## config.mk

```make
export PLATFORM = sky130hd
export DESIGN_NAME = axis_counter_environment
export DESIGN_NICKNAME = d
export VERILOG_FILES = /design/src/axis_counter_pkg.sv /design/src/axis_counter_environment.sv /design/src/quad_step_decoder.sv
export SDC_FILE = /design/constraint.sdc
export NUM_CORES = 1
export LEC_CHECK = 0
export ABC_AREA = 1
export ABC_CLOCK_PERIOD_IN_PS = 4600
export BUFFER_PORTS_ARGS = -buffer_cell sky130_fd_sc_hd__buf_4
export CAP_MARGIN = 20
export CORE_ASPECT_RATIO = 1.2
export CORE_UTILIZATION = 30
export CTS_CLUSTER_SIZE = 16
export DETAILED_ROUTE_END_ITERATION = 10
export SYNTH_ARGS = -nofsm -noshare
export SYNTH_HDL_FRONTEND = slang
export SYNTH_SLANG_ARGS = --single-unit
```

## constraint.sdc

```tcl
create_clock -name CLK_I -period 4.6 [get_ports CLK_I]
set_input_delay 0.92 -clock CLK_I [delete_from_list [all_inputs] [get_ports CLK_I]]
set_output_delay 0.92 -clock CLK_I [all_outputs]
set_load 0.02 [all_outputs]
```

## src/axis_counter_pkg.sv

```systemverilog
// Shared constants, field layouts and carriers for the axis counter environment
package axis_counter_pkg;
   localparam int CNT_W = 32;
   localparam logic [15:0] CMD_WR_ENV = 16'h009e;
   localparam logic [15:0] CMD_RD_ENV = 16'h00de;
   localparam logic [15:0] CMD_WR_CMP = 16'h009f;
   localparam logic [15:0] CMD_RD_CMP = 16'h00df;
   localparam logic [31:0] ENV_RESET = 32'h0000_0000;
   localparam logic [31:0] CMP_RESET = 32'h0000_0000;
   localparam logic [31:0] ENV_RSVD_MASK = 32'h8880_c000;
   localparam int DIV_RATIO = 4096;
   localparam logic [2:0] SRC_CMD = 3'h0;
   localparam logic [2:0] SRC_ENC = 3'h1;
   localparam logic [2:0] SRC_PLS = 3'h2;
   localparam logic [2:0] SRC_DIV = 3'h3;
   localparam logic [2:0] SRC_CMD_ENC = 3'h4;
   localparam logic [2:0] SRC_PLS_CMD = 3'h5;
   localparam logic [2:0] SRC_PLS_ENC = 3'h6;

   typedef struct packed {
      logic up;
      logic dn;
   } step_t;

   typedef struct packed {
      logic rsvd31;
      logic [2:0] count_enable;
      logic rsvd27;
      logic [2:0] counts_in_backlash;
      logic rsvd23;
      logic [2:0] clear_at_home;
      logic legacy_error_check_timing;
      logic [2:0] clear_on_ext;
      logic [1:0] rsvd15_14;
      logic busy_gated_count;
      logic [2:0] third_counter_source;
      logic [9:0] low_fields;
   } counter_env_t;
endpackage

```

## src/axis_counter_environment.sv

```systemverilog
// Counter environment, comparator setup register and the three axis position counters
// Functional notes
// - Third counter source: 000 command, 001 encoder, 010 pulser, 011 clock/4096.
// - Codes 100-110 count deviation between two sources; code 111 can be written and counts nothing.
// - Busy-gated bit lets third counter count only while busy output is low.
// - Per-counter bits clear that counter when the external clear input turns on.
// - Legacy bit checks error-stop causes at start write instead of motion start.
// - Per-counter bits clear that counter when origin return completes.
// - Per-counter bits allow counting during backlash correction; cleared suppresses it.
// - Per-counter count enable; cleared holds the counter value.
// - Comparator setup register written by one command code, read by another.
module axis_counter_environment #(
   parameter int CNT_W = axis_counter_pkg::CNT_W,
   parameter int DIV_RATIO = axis_counter_pkg::DIV_RATIO
) (
   input wire logic CLK_I,
   input wire logic RST_I,
   input wire logic CMD_VALID_I,
   input wire logic [15:0] CMD_CODE_I,
   input wire logic [31:0] CMD_WDATA_I,
   output logic [31:0] RDATA_O,
   output logic RVALID_O,
   input wire logic ENCODER_PHASE_A_I,
   input wire logic ENCODER_PHASE_B_I,
   input wire logic PULSER_PHASE_A_I,
   input wire logic PULSER_PHASE_B_I,
   input wire logic EXTERNAL_CLEAR_I,
   input wire logic CMD_PULSE_UP_I,
   input wire logic CMD_PULSE_DN_I,
   input wire logic AXIS_OPERATING_FLAG_N_I,
   input wire logic BACKLASH_ACTIVE_I,
   input wire logic HOME_DONE_I,
   input wire logic START_WRITE_I,
   input wire logic MOTION_START_I,
   output logic ERROR_CHECK_O,
   output logic [CNT_W-1:0] COUNT1_O,
   output logic [CNT_W-1:0] COUNT2_O,
   output logic [CNT_W-1:0] COUNT3_O,
   output logic [31:0] COMPARATOR_SETUP_O
);
   localparam int DIV_W = $clog2(DIV_RATIO);

   axis_counter_pkg::counter_env_t env_reg;
   logic [31:0] cmp_reg;
   axis_counter_pkg::step_t enc_step;
   axis_counter_pkg::step_t pls_step;
   axis_counter_pkg::step_t cmd_step;
   logic [DIV_W-1:0] div_reg;
   logic div_tick;
   logic [2:0] clr_sync_reg;
   logic ext_clear_edge;
   logic signed [2:0] delta3;
   logic signed [2:0] delta [3];
   logic [2:0] gate;
   logic [2:0] clear;
   logic [CNT_W-1:0] cnt_reg [3];

   function automatic logic signed [2:0] step_val(input axis_counter_pkg::step_t s);
      logic signed [2:0] v;
      v = 3'sd0;
      if (s.up && !s.dn) begin
         v = 3'sd1;
      end else if (s.dn && !s.up) begin
         v = -3'sd1;
      end
      return v;
   endfunction

   assign cmd_step = '{up: CMD_PULSE_UP_I, dn: CMD_PULSE_DN_I};

   quad_step_decoder u_enc (
      .CLK_I(CLK_I),
      .RST_I(RST_I),
      .PHASE_A_I(ENCODER_PHASE_A_I),
      .PHASE_B_I(ENCODER_PHASE_B_I),
      .STEP_O(enc_step)
   );

   quad_step_decoder u_pls (
      .CLK_I(CLK_I),
      .RST_I(RST_I),
      .PHASE_A_I(PULSER_PHASE_A_I),
      .PHASE_B_I(PULSER_PHASE_B_I),
      .STEP_O(pls_step)
   );

   // Command decode and register writes
   always_ff @(posedge CLK_I) begin
      if (RST_I) begin
         env_reg <= axis_counter_pkg::ENV_RESET;
         cmp_reg <= axis_counter_pkg::CMP_RESET;
      end else if (CMD_VALID_I) begin
         if (CMD_CODE_I == axis_counter_pkg::CMD_WR_ENV) begin
            env_reg <= CMD_WDATA_I & ~axis_counter_pkg::ENV_RSVD_MASK;
         end
         if (CMD_CODE_I == axis_counter_pkg::CMD_WR_CMP) begin
            cmp_reg <= CMD_WDATA_I;
         end
      end
   end

   // Read answer one cycle after the command; unknown codes give no answer
   always_ff @(posedge CLK_I) begin
      if (RST_I) begin
         RDATA_O <= 32'h0000_0000;
         RVALID_O <= 1'b0;
      end else begin
         RVALID_O <= 1'b0;
         if (CMD_VALID_I && CMD_CODE_I == axis_counter_pkg::CMD_RD_ENV) begin
            RDATA_O <= env_reg & ~axis_counter_pkg::ENV_RSVD_MASK;
            RVALID_O <= 1'b1;
         end else if (CMD_VALID_I && CMD_CODE_I == axis_counter_pkg::CMD_RD_CMP) begin
            RDATA_O <= cmp_reg;
            RVALID_O <= 1'b1;
         end
      end
   end

   assign COMPARATOR_SETUP_O = cmp_reg;

   // Reference divider runs free; wrapping on the tick keeps any ratio exact
   always_ff @(posedge CLK_I) begin
      if (RST_I) begin
         div_reg <= '0;
      end else if (div_tick) begin
         div_reg <= '0;
      end else begin
         div_reg <= div_reg + 1'b1;
      end
   end
   assign div_tick = (div_reg == DIV_W'(DIV_RATIO - 1));

   // Clear pin synchroniser; edge taken from the settled stages only
   always_ff @(posedge CLK_I) begin
      if (RST_I) begin
         clr_sync_reg <= 3'h0;
      end else begin
         clr_sync_reg <= {clr_sync_reg[1:0], EXTERNAL_CLEAR_I};
      end
   end
   assign ext_clear_edge = clr_sync_reg[1] && !clr_sync_reg[2];

   // Error-stop check moment
   always_ff @(posedge CLK_I) begin
      if (RST_I) begin
         ERROR_CHECK_O <= 1'b0;
      end else if (env_reg.legacy_error_check_timing) begin
         ERROR_CHECK_O <= START_WRITE_I;
      end else begin
         ERROR_CHECK_O <= MOTION_START_I;
      end
   end

   // Third counter source; code 111 counts nothing
   always_comb begin
      case (env_reg.third_counter_source)
         axis_counter_pkg::SRC_CMD: delta3 = step_val(cmd_step);
         axis_counter_pkg::SRC_ENC: delta3 = step_val(enc_step);
         axis_counter_pkg::SRC_PLS: delta3 = step_val(pls_step);
         axis_counter_pkg::SRC_DIV: delta3 = div_tick ? 3'sd1 : 3'sd0;
         axis_counter_pkg::SRC_CMD_ENC: delta3 = step_val(cmd_step) - step_val(enc_step);
         axis_counter_pkg::SRC_PLS_CMD: delta3 = step_val(pls_step) - step_val(cmd_step);
         axis_counter_pkg::SRC_PLS_ENC: delta3 = step_val(pls_step) - step_val(enc_step);
         default: delta3 = 3'sd0;
      endcase
   end

   assign delta[0] = step_val(cmd_step);
   assign delta[1] = step_val(enc_step);
   assign delta[2] = delta3;

   // Clear wins over a count in the same cycle
   for (genvar n = 0; n < 3; n++) begin : g_cnt
      assign clear[n] = (ext_clear_edge && env_reg.clear_on_ext[n])
         || (HOME_DONE_I && env_reg.clear_at_home[n]);
      assign gate[n] = env_reg.count_enable[n]
         && (!BACKLASH_ACTIVE_I || env_reg.counts_in_backlash[n])
         && (n != 2 || !env_reg.busy_gated_count || !AXIS_OPERATING_FLAG_N_I);
      always_ff @(posedge CLK_I) begin
         if (RST_I) begin
            cnt_reg[n] <= '0;
         end else if (clear[n]) begin
            cnt_reg[n] <= '0;
         end else if (gate[n]) begin
            cnt_reg[n] <= cnt_reg[n] + CNT_W'(delta[n]);
         end
      end
   end

   assign COUNT1_O = cnt_reg[0];
   assign COUNT2_O = cnt_reg[1];
   assign COUNT3_O = cnt_reg[2];

   a_div_source: assert property (@(posedge CLK_I) disable iff (RST_I)
      env_reg.third_counter_source == axis_counter_pkg::SRC_DIV && gate[2] && !clear[2]
      && div_tick |=> cnt_reg[2] == $past(cnt_reg[2]) + 1'b1)
      else $error("third counter missed divider tick");
   a_div_spacing: assert property (@(posedge CLK_I) disable iff (RST_I)
      div_tick |=> !div_tick [*8])
      else $error("divider ticks too close");
   a_deviation: assert property (@(posedge CLK_I) disable iff (RST_I)
      env_reg.third_counter_source == axis_counter_pkg::SRC_CMD_ENC && gate[2] && !clear[2]
      && cmd_step.up && !cmd_step.dn && enc_step.up && !enc_step.dn
      |=> $stable(cnt_reg[2]))
      else $error("deviation count moved on matched steps");
   a_busy_gate: assert property (@(posedge CLK_I) disable iff (RST_I)
      env_reg.busy_gated_count && AXIS_OPERATING_FLAG_N_I && !clear[2]
      |=> $stable(cnt_reg[2]))
      else $error("third counter moved while idle");
   a_ext_clear: assert property (@(posedge CLK_I) disable iff (RST_I)
      $rose(clr_sync_reg[2]) && $past(env_reg.clear_on_ext[0]) |-> cnt_reg[0] == '0)
      else $error("external clear did not clear first counter");
   a_err_timing: assert property (@(posedge CLK_I) disable iff (RST_I)
      env_reg.legacy_error_check_timing && START_WRITE_I |=> ERROR_CHECK_O)
      else $error("legacy error check missed start write");
   a_home_clear: assert property (@(posedge CLK_I) disable iff (RST_I)
      HOME_DONE_I && env_reg.clear_at_home[2] |=> cnt_reg[2] == '0)
      else $error("home completion did not clear third counter");
   a_backlash_hold: assert property (@(posedge CLK_I) disable iff (RST_I)
      BACKLASH_ACTIVE_I && !env_reg.counts_in_backlash[0] && !clear[0]
      |=> $stable(cnt_reg[0]))
      else $error("first counter moved in backlash");
   a_count_hold: assert property (@(posedge CLK_I) disable iff (RST_I)
      !env_reg.count_enable[1] && !clear[1] |=> $stable(cnt_reg[1]))
      else $error("disabled second counter moved");
   a_cmp_readback: assert property (@(posedge CLK_I) disable iff (RST_I)
      CMD_VALID_I && CMD_CODE_I == axis_counter_pkg::CMD_WR_CMP ##1
      CMD_VALID_I && CMD_CODE_I == axis_counter_pkg::CMD_RD_CMP
      |=> RVALID_O && RDATA_O == $past(CMD_WDATA_I, 2))
      else $error("comparator setup readback mismatch");
   a_rsvd_zero: assert property (@(posedge CLK_I) disable iff (RST_I)
      RVALID_O |-> (RDATA_O & axis_counter_pkg::ENV_RSVD_MASK) == '0
      || $past(CMD_CODE_I) == axis_counter_pkg::CMD_RD_CMP)
      else $error("reserved environment bits read nonzero");

   // Checks on the remaining counters, on the error-check moment and on the command registers
   a_ext_clear_third: assert property (@(posedge CLK_I) disable iff (RST_I)
      $rose(clr_sync_reg[2]) && $past(env_reg.clear_on_ext[2]) |-> cnt_reg[2] == '0)
      else $error("external clear did not clear third counter");
   a_ext_clear_off: assert property (@(posedge CLK_I) disable iff (RST_I)
      ext_clear_edge && !env_reg.clear_on_ext[1] && !HOME_DONE_I
      && !enc_step.up && !enc_step.dn |=> $stable(cnt_reg[1]))
      else $error("second counter reacted to a disabled clear");
   a_home_clear_first: assert property (@(posedge CLK_I) disable iff (RST_I)
      HOME_DONE_I && env_reg.clear_at_home[0] |=> cnt_reg[0] == '0)
      else $error("home completion did not clear first counter");
   a_home_clear_second: assert property (@(posedge CLK_I) disable iff (RST_I)
      HOME_DONE_I && env_reg.clear_at_home[1] |=> cnt_reg[1] == '0)
      else $error("home completion did not clear second counter");
   a_backlash_third: assert property (@(posedge CLK_I) disable iff (RST_I)
      BACKLASH_ACTIVE_I && !env_reg.counts_in_backlash[2] && !clear[2]
      |=> $stable(cnt_reg[2]))
      else $error("third counter moved in backlash");
   a_backlash_count: assert property (@(posedge CLK_I) disable iff (RST_I)
      BACKLASH_ACTIVE_I && env_reg.counts_in_backlash[0] && env_reg.count_enable[0]
      && !clear[0] && cmd_step.up && !cmd_step.dn
      |=> cnt_reg[0] == $past(cnt_reg[0]) + 1'b1)
      else $error("first counter missed a step in backlash");
   a_count_first: assert property (@(posedge CLK_I) disable iff (RST_I)
      env_reg.count_enable[0] && !BACKLASH_ACTIVE_I && !clear[0]
      && cmd_step.dn && !cmd_step.up
      |=> cnt_reg[0] == $past(cnt_reg[0]) - 1'b1)
      else $error("enabled first counter missed a down step");
   a_hold_third: assert property (@(posedge CLK_I) disable iff (RST_I)
      !env_reg.count_enable[2] && !clear[2] |=> $stable(cnt_reg[2]))
      else $error("disabled third counter moved");
   a_busy_count: assert property (@(posedge CLK_I) disable iff (RST_I)
      env_reg.busy_gated_count && !AXIS_OPERATING_FLAG_N_I && env_reg.count_enable[2]
      && !BACKLASH_ACTIVE_I && env_reg.third_counter_source == axis_counter_pkg::SRC_CMD
      && !clear[2] && cmd_step.up && !cmd_step.dn
      |=> cnt_reg[2] == $past(cnt_reg[2]) + 1'b1)
      else $error("third counter missed a step while busy");
   a_deviation_enc: assert property (@(posedge CLK_I) disable iff (RST_I)
      env_reg.third_counter_source == axis_counter_pkg::SRC_CMD_ENC && gate[2] && !clear[2]
      && enc_step.up && !enc_step.dn && !cmd_step.up && !cmd_step.dn
      |=> cnt_reg[2] == $past(cnt_reg[2]) - 1'b1)
      else $error("deviation count missed an encoder step");
   a_deviation_pls: assert property (@(posedge CLK_I) disable iff (RST_I)
      env_reg.third_counter_source == axis_counter_pkg::SRC_PLS_ENC && gate[2] && !clear[2]
      && pls_step.up && !pls_step.dn && !enc_step.up && !enc_step.dn
      |=> cnt_reg[2] == $past(cnt_reg[2]) + 1'b1)
      else $error("deviation count missed a pulser step");
   a_err_normal: assert property (@(posedge CLK_I) disable iff (RST_I)
      !env_reg.legacy_error_check_timing && MOTION_START_I |=> ERROR_CHECK_O)
      else $error("error check missed motion start");
   a_err_quiet: assert property (@(posedge CLK_I) disable iff (RST_I)
      env_reg.legacy_error_check_timing && !START_WRITE_I |=> !ERROR_CHECK_O)
      else $error("legacy error check fired without start write");
   a_cmp_output: assert property (@(posedge CLK_I) disable iff (RST_I)
      CMD_VALID_I && CMD_CODE_I == axis_counter_pkg::CMD_WR_CMP
      |=> COMPARATOR_SETUP_O == $past(CMD_WDATA_I))
      else $error("comparator setup output missed a write");
   a_no_answer: assert property (@(posedge CLK_I) disable iff (RST_I)
      !CMD_VALID_I |=> !RVALID_O)
      else $error("read answer without a command");
   a_env_masked: assert property (@(posedge CLK_I) disable iff (RST_I)
      CMD_VALID_I && CMD_CODE_I == axis_counter_pkg::CMD_WR_ENV
      |=> (env_reg & axis_counter_pkg::ENV_RSVD_MASK) == '0)
      else $error("undefined environment bits were stored");

   c_ext_clear: cover property (@(posedge CLK_I) disable iff (RST_I)
      ext_clear_edge && env_reg.clear_on_ext[0]);
   c_deviation: cover property (@(posedge CLK_I) disable iff (RST_I)
      env_reg.third_counter_source == axis_counter_pkg::SRC_PLS_ENC && delta3 != 3'sd0);
   c_div_count: cover property (@(posedge CLK_I) disable iff (RST_I)
      env_reg.third_counter_source == axis_counter_pkg::SRC_DIV && gate[2] && div_tick);
   c_home: cover property (@(posedge CLK_I) disable iff (RST_I)
      HOME_DONE_I && env_reg.clear_at_home != 3'h0);
   c_back_to_back: cover property (@(posedge CLK_I) disable iff (RST_I)
      CMD_VALID_I && CMD_CODE_I == axis_counter_pkg::CMD_WR_CMP ##1
      CMD_VALID_I && CMD_CODE_I == axis_counter_pkg::CMD_RD_CMP);
endmodule

```

## src/quad_step_decoder.sv

```systemverilog
// Two-phase input synchroniser and 4x quadrature step decoder
module quad_step_decoder (
   input wire logic CLK_I,
   input wire logic RST_I,
   input wire logic PHASE_A_I,
   input wire logic PHASE_B_I,
   output axis_counter_pkg::step_t STEP_O
);
   logic [1:0] meta_reg;
   logic [1:0] sync_reg;
   logic [1:0] prev_reg;
   axis_counter_pkg::step_t step_next;

   // First stage is read only by the second stage
   always_ff @(posedge CLK_I) begin
      if (RST_I) begin
         meta_reg <= 2'h0;
         sync_reg <= 2'h0;
         prev_reg <= 2'h0;
      end else begin
         meta_reg <= {PHASE_A_I, PHASE_B_I};
         sync_reg <= meta_reg;
         prev_reg <= sync_reg;
      end
   end

   // Gray sequence 00-10-11-01 counts up; a double jump is dropped as noise
   always_comb begin
      step_next = '0;
      case ({prev_reg, sync_reg})
         4'b0010, 4'b1011, 4'b1101, 4'b0100: step_next.up = 1'b1;
         4'b0001, 4'b0111, 4'b1110, 4'b1000: step_next.dn = 1'b1;
         default: step_next = '0;
      endcase
   end

   always_ff @(posedge CLK_I) begin
      if (RST_I) begin
         STEP_O <= '0;
      end else begin
         STEP_O <= step_next;
      end
   end
endmodule

```

==> Word-level counts from Yosys, hierarchy flattened <==
Memory sizes are Yosys's and may differ from the RTL's.
Index checks and enable logic that the tools add are counted.
{ "word_totals": {"reg_bits": 124, "ramBits": 96, "in_bits": 63, "wordCells": 164, "mem_count": 1} }
{ "op_classes": {"n_addsub": 7, "n_eq_ne": 27, "mux": 52, "n_bitwise": 6, "reduce_logical": 46} }
{ "mem_list": {"columns": ["name", "words", "word_bits", "read_ports", "rd_ports_with_merged_regs", "write_ports", "line_no", "text"], "rows": [
  ["cnt_reg", 3, 32, 3, 0, 3, "axis_counter_environment.sv:56", "logic [CNT_W-1:0] cnt_reg [3];"]
]} }
{ "op_table": {"columns": ["operator", "n"], "rows": [
  ["2-to-1 mux 32 bit", 6],
  ["adder 32 bit", 3],
  ["equality test 16 x 8 -> 1 bit (second input constant)", 4],
  ["2-to-1 mux 31 bit", 2],
  ["2-to-1 mux 3 bit", 12],
  ["equality test 4 bit (second input constant)", 8],
  ["2-to-1 mux 1 bit", 31],
  ["case mux 3 bit (7 select lines)", 1],
  ["logical AND 1 bit", 19],
  ["equality test 4 x 3 -> 1 bit (second input constant)", 4],
  ["OR reduction 4 bit", 4],
  ["adder 12 x 1 -> 12 bit (second input constant)", 1],
  ["equality test 12 bit (second input constant)", 1],
  ["zero test 1 bit", 10],
  ["equality test 3 bit (second input constant)", 3],
  ["subtractor 3 bit", 3],
  ["equality test 4 x 1 -> 1 bit (second input constant)", 2],
  ["equality test 4 x 2 -> 1 bit (second input constant)", 2],
  ["logical OR 1 bit", 7],
  ["equality test 3 x 2 -> 1 bit (second input constant)", 2],
  ["bitwise OR 1 bit", 6],
  ["AND reduction 2 bit", 2],
  ["OR reduction 2 bit", 2],
  ["equality test 3 x 1 -> 1 bit (second input constant)", 1],
  ["2 further kinds", 2]
]} }

==> Depth between registers and ports, before layout <==
{ "depth": {"depth_word": 9, "ltp_mapped": 23, "mapped_depth_nobuf": 23} }

==> By module <==
From an unflattened synthesis, not the netlist that was laid out.
{ "unflattened": {"hier_cells": 1816, "hier_area_um2": 13600.5} }
{ "modules_own_cells": {"columns": ["module", "n_inst", "cells_each", "area_each_um2"], "rows": [
  ["axis_counter_environment", 1, 1746, 13062.5],
  ["quad_step_decoder", 2, 35, 269.0]
]} }

==> Least setup slack after synthesis <==
No wires, ideal clock.
{ "synth_timing": {"kind": "input to register", "start": "in CMD_PULSE_UP_I", "end": "mem cnt_reg[2][27], data pin", "arrival_time_ps": 4170, "required_time_ps": 4345, "setup_slack_ps": 175, "stages": 19, "n_path_buf": 0, "path_cell_list": "inv_1 > ha_1 > nand2_1 > o21ai_0 > fa_1 > o41ai_1 > ha_1 > nand2_1 > inv_1 > o21ai_0 > nand2_1 > nand3_1 > nand2_1 > nand2_1 > nand2_1 > nand2_1 > nand3_1 > nand2_1 > nor2_1"} }
{ "synth_rtl": {"columns": ["item", "line_no", "text"], "rows": [
  ["start: declaration", "axis_counter_environment.sv:28", "input wire logic CMD_PULSE_UP_I,"],
  ["end: declaration", "axis_counter_environment.sv:56", null]
]} }

==> flow_summary_export.csv <==
group,metric,value,unit
timing,tns,0,ns
synthesis,avgSynthCellArea,7.56,sq um
timing,final-max-slew-violation-count,0,
grt,grt_max_degree,65,
pwr,p_per_area,292,nW/um^2
die,fp.dieArea,45600,sq um
die,io_pins,225,
clock_network,h-tree-depth,1,
synthesis,synth_area,13400,sq um
clock_network,clock_path_buffers,3,
grt,grt_antenna_before_repair,0,
critical_path,path_class,"in2reg",
die,start_util,30.6,%
routing,drtAntennaViolNets,0,
timing,period_share,85.3,%
timing,relSlewSlack,50.0,%
placement,dpl-instance-area,15800,sq um
routing,routed-via-count,13000,
clock_network,cts_tree,"yes",
grt,grt.total_usage,17.8,%
clock_network,clk_pin_slew_worst_paths,0.06,ns
cells_and_area,largest_reg_flops,96,
cells_and_area,diodes,0,
die,num_rows,84,
grt,grt_pass1_wl,66100,um
critical_path,worst-path-max-fanout,4,
synthesis,ys_ff_latch,220,
pwr,seqPwrFrac,43.4,%
timing,hold_violations,0,
placement,io_buffers,224,
placement,pre_cts_slack,0.153,ns
placement,place_hpwl,30300,um
grt,first_global_vias,12900,
critical_path,worstPathRequired,4.91,ns
hold_path,hold_class,"reg2reg",
timing,max_clock_freq,0.255,GHz
critical_path,end_kind,"flip-flop",
pwr,pwr-share-comb,12.3,%
synthesis,synth-main-ff-cell,"dfxtp_1",
die,die_w,195,um
synthesis,synth-edff-count,96,
clock_network,clock_latency,0.56,ns
timing,tightest_slew,0.749,ns
pwr,p_int,3550,uW
placement,gp_congestion,0.935,
clock_network,cts_setup_buffers,0,
synthesis,async_flop_share,0,%
timing,worst_slack,0.677,ns
cells_and_area,fin_area,16700,sq um
flow_run,maxCapViolations,0,
pwr,vdd_ir_drop_max,0.286,mV
synthesis,synth_nets,1916,
clock_network,cts_resized,0,
clock_network,cts_root_buffer,"clkbuf_16",
synthesis,seq_area_frac_synth,40.0,%
clock_network,cts_hold_buf,0,
timing,whs,0.401,ns
run_status,status,"finished, final reports clean",
synthesis,synth.distinct_cells,47,
routing,routed_wl,41400,um
pwr,sw_frac_of_total,27.1,%
timing,setup_violations,0,
critical_path,arrival,4.23,ns
cells_and_area,area_growth,24.2,%
synthesis,ys_warn_count,0,
pwr,cellLeakagePower,0.00724,uW
timing,finClkSkew,0.0153,ns
timing,rsz0062_at_grt,"no",
routing,wire_per_inst,16.1,um
routing,vias_per_cell,5.04,
clock_network,clkSinkCount,220,
die,die_h,234,um
routing,dr.pass1.iters,5,
critical_path,critPathLaunchType,"input port",
routing,drc_errors,0,
synthesis,syn_inst,1776,
pwr,power.switching,1320,uW
cells_and_area,drive_gt1_share,15.8,%
grt,grt_overflow,0,
routing,drtIter0Drc,675,
clock_network,cts_buffers,26,
pwr,p_clk_share,44.2,%
timing,min_period,3.92,ns
die,core-area,43900,sq um
cells_and_area,nets,2140,
[metal layers]
metal	part of all wire [%]	GRT usage, %	vias to the layer above
li1	-	-	6579
met1	42	20.8	6021
met2	48	31.7	337
met3	7.7	4.66	57
met4	2.1	5.34	0
met5	0	0	-
[per-stage QoR]
step	utilization (%)	std cells	total power [uW]
3_5_place_dp	35.9	2530	2760
5_1_grt	38.0	2578	5090
4_1_cts	37.9	2577	4950
2_1_floorplan	-	1776	2540
3_3_place_gp	35.9	2530	2750
6_report	38.0	2578	4870
[layout by cell type, fill, tap and decap left out, drive strengths merged, types with 2 or more instances in the layout]
cell,Yosys,final
o221ai,6,6
nand4,14,14
buf,13,245
edfxtp,96,96
a31oi,8,8
inv,229,231
nor3,17,17
and2,8,8
a211oi,2,2
o22ai,27,27
o21ai,162,162
or2,2,2
clkbuf,36,36
nor2,209,209
nand2,280,280
a21o,4,4
fa,7,7
o31ai,5,5
nand3,65,65
o21bai,2,2
clkinv,1,9
nor4,7,7
a21boi,3,3
xor2,10,10
a21oi,265,265
nand3b,26,26
nor3b,7,7
dfxtp,124,124
xnor2,5,5
and3,2,2
o41ai,26,26
o21a,30,30
a221oi,5,5
ha,70,70
[cells in the mapped netlist (all sizes together) (6+ instances only)]
master	count	area share, %
nor3	17	0.67
a31oi	8	0.37
inv	229	6.4
nand2	280	8.1
nor3b	7	0.39
dfxtp	124	18
o221ai	6	0.39
clkbuf	36	1.0
nand3	65	2.4
o21a	30	1.7
and2	8	0.37
edfxtp	96	21
nor4	7	0.33
buf	13	0.64
o41ai	26	1.7
fa	7	1.0
xor2	10	0.65
nor2	209	6.1
a21oi	265	9.9
o21ai	162	6.0
nand4	14	0.65
nand3b	26	1.5
ha	70	6.5
o22ai	27	1.3
[logic make-up after synthesis]
group,synth area share (%)
AOI/OAI and AO/OA,22.7
xor gates and xnor gates,0.979
adders and majority gates,7.57
buffers and inverters,8.08
DFF,40.0
and+or+nand+nor,20.7
[final cells by class]
| class | count | area, sq um |
|---|---|---|
| sequential | 220 | 5370 |
| multi-input combinational | 1277 | 6990 |
| timing repair buffer | 245 | 1850 |
| tap | 559 | 699 |
| clock buffer | 36 | 825 |
| fill | 4628 | 27300 |
| inverter | 230 | 863 |
| clock inverter | 11 | 77.6 |
[path summary, 6_finish.rpt]
kind	depth (start not counted)	to	start	slack, ns
worst max register to register	21	cnt_reg[2][27]	env_reg[10]	0.81
worst min-delay path	2	u_pls.sync_reg[0]	u_pls.meta_reg[0]	0.40
worst min register to register	2	u_pls.sync_reg[0]	u_pls.meta_reg[0]	0.40
worst max-delay path	22	cnt_reg[2][27]	CMD_PULSE_DN_I	0.68
[critical path, stage by stage]
cell and delay (ns):
buf_4 0.11, ha_1 0.37, inv_1 0.09, nand2_1 0.08
o21ai_0 0.08, ha_1 0.25, fa_1 0.47, o41ai_1 0.38
buf_4 0.18, ha_1 0.21, nand2_1 0.07, inv_1 0.03
o21ai_0 0.14, nand2_1 0.13, nand3_1 0.11, nand2_1 0.11
nand2_1 0.09, nand2_1 0.10, nand2_1 0.11, nand3_1 0.07
nand2_1 0.06, nor2_1 0.04
[power groups by stage]
stage | logic, uW | registers (uW) | clock network, uW
floorplan | 353 | 2190 | 0
detailed placement | 599 | 2160 | 0
global placement | 592 | 2160 | 0
CTS | 601 | 2120 | 2240
finish | 600 | 2120 | 2160
global route | 674 | 2120 | 2290
Note: power is estimated with default switching activity, not from simulation.
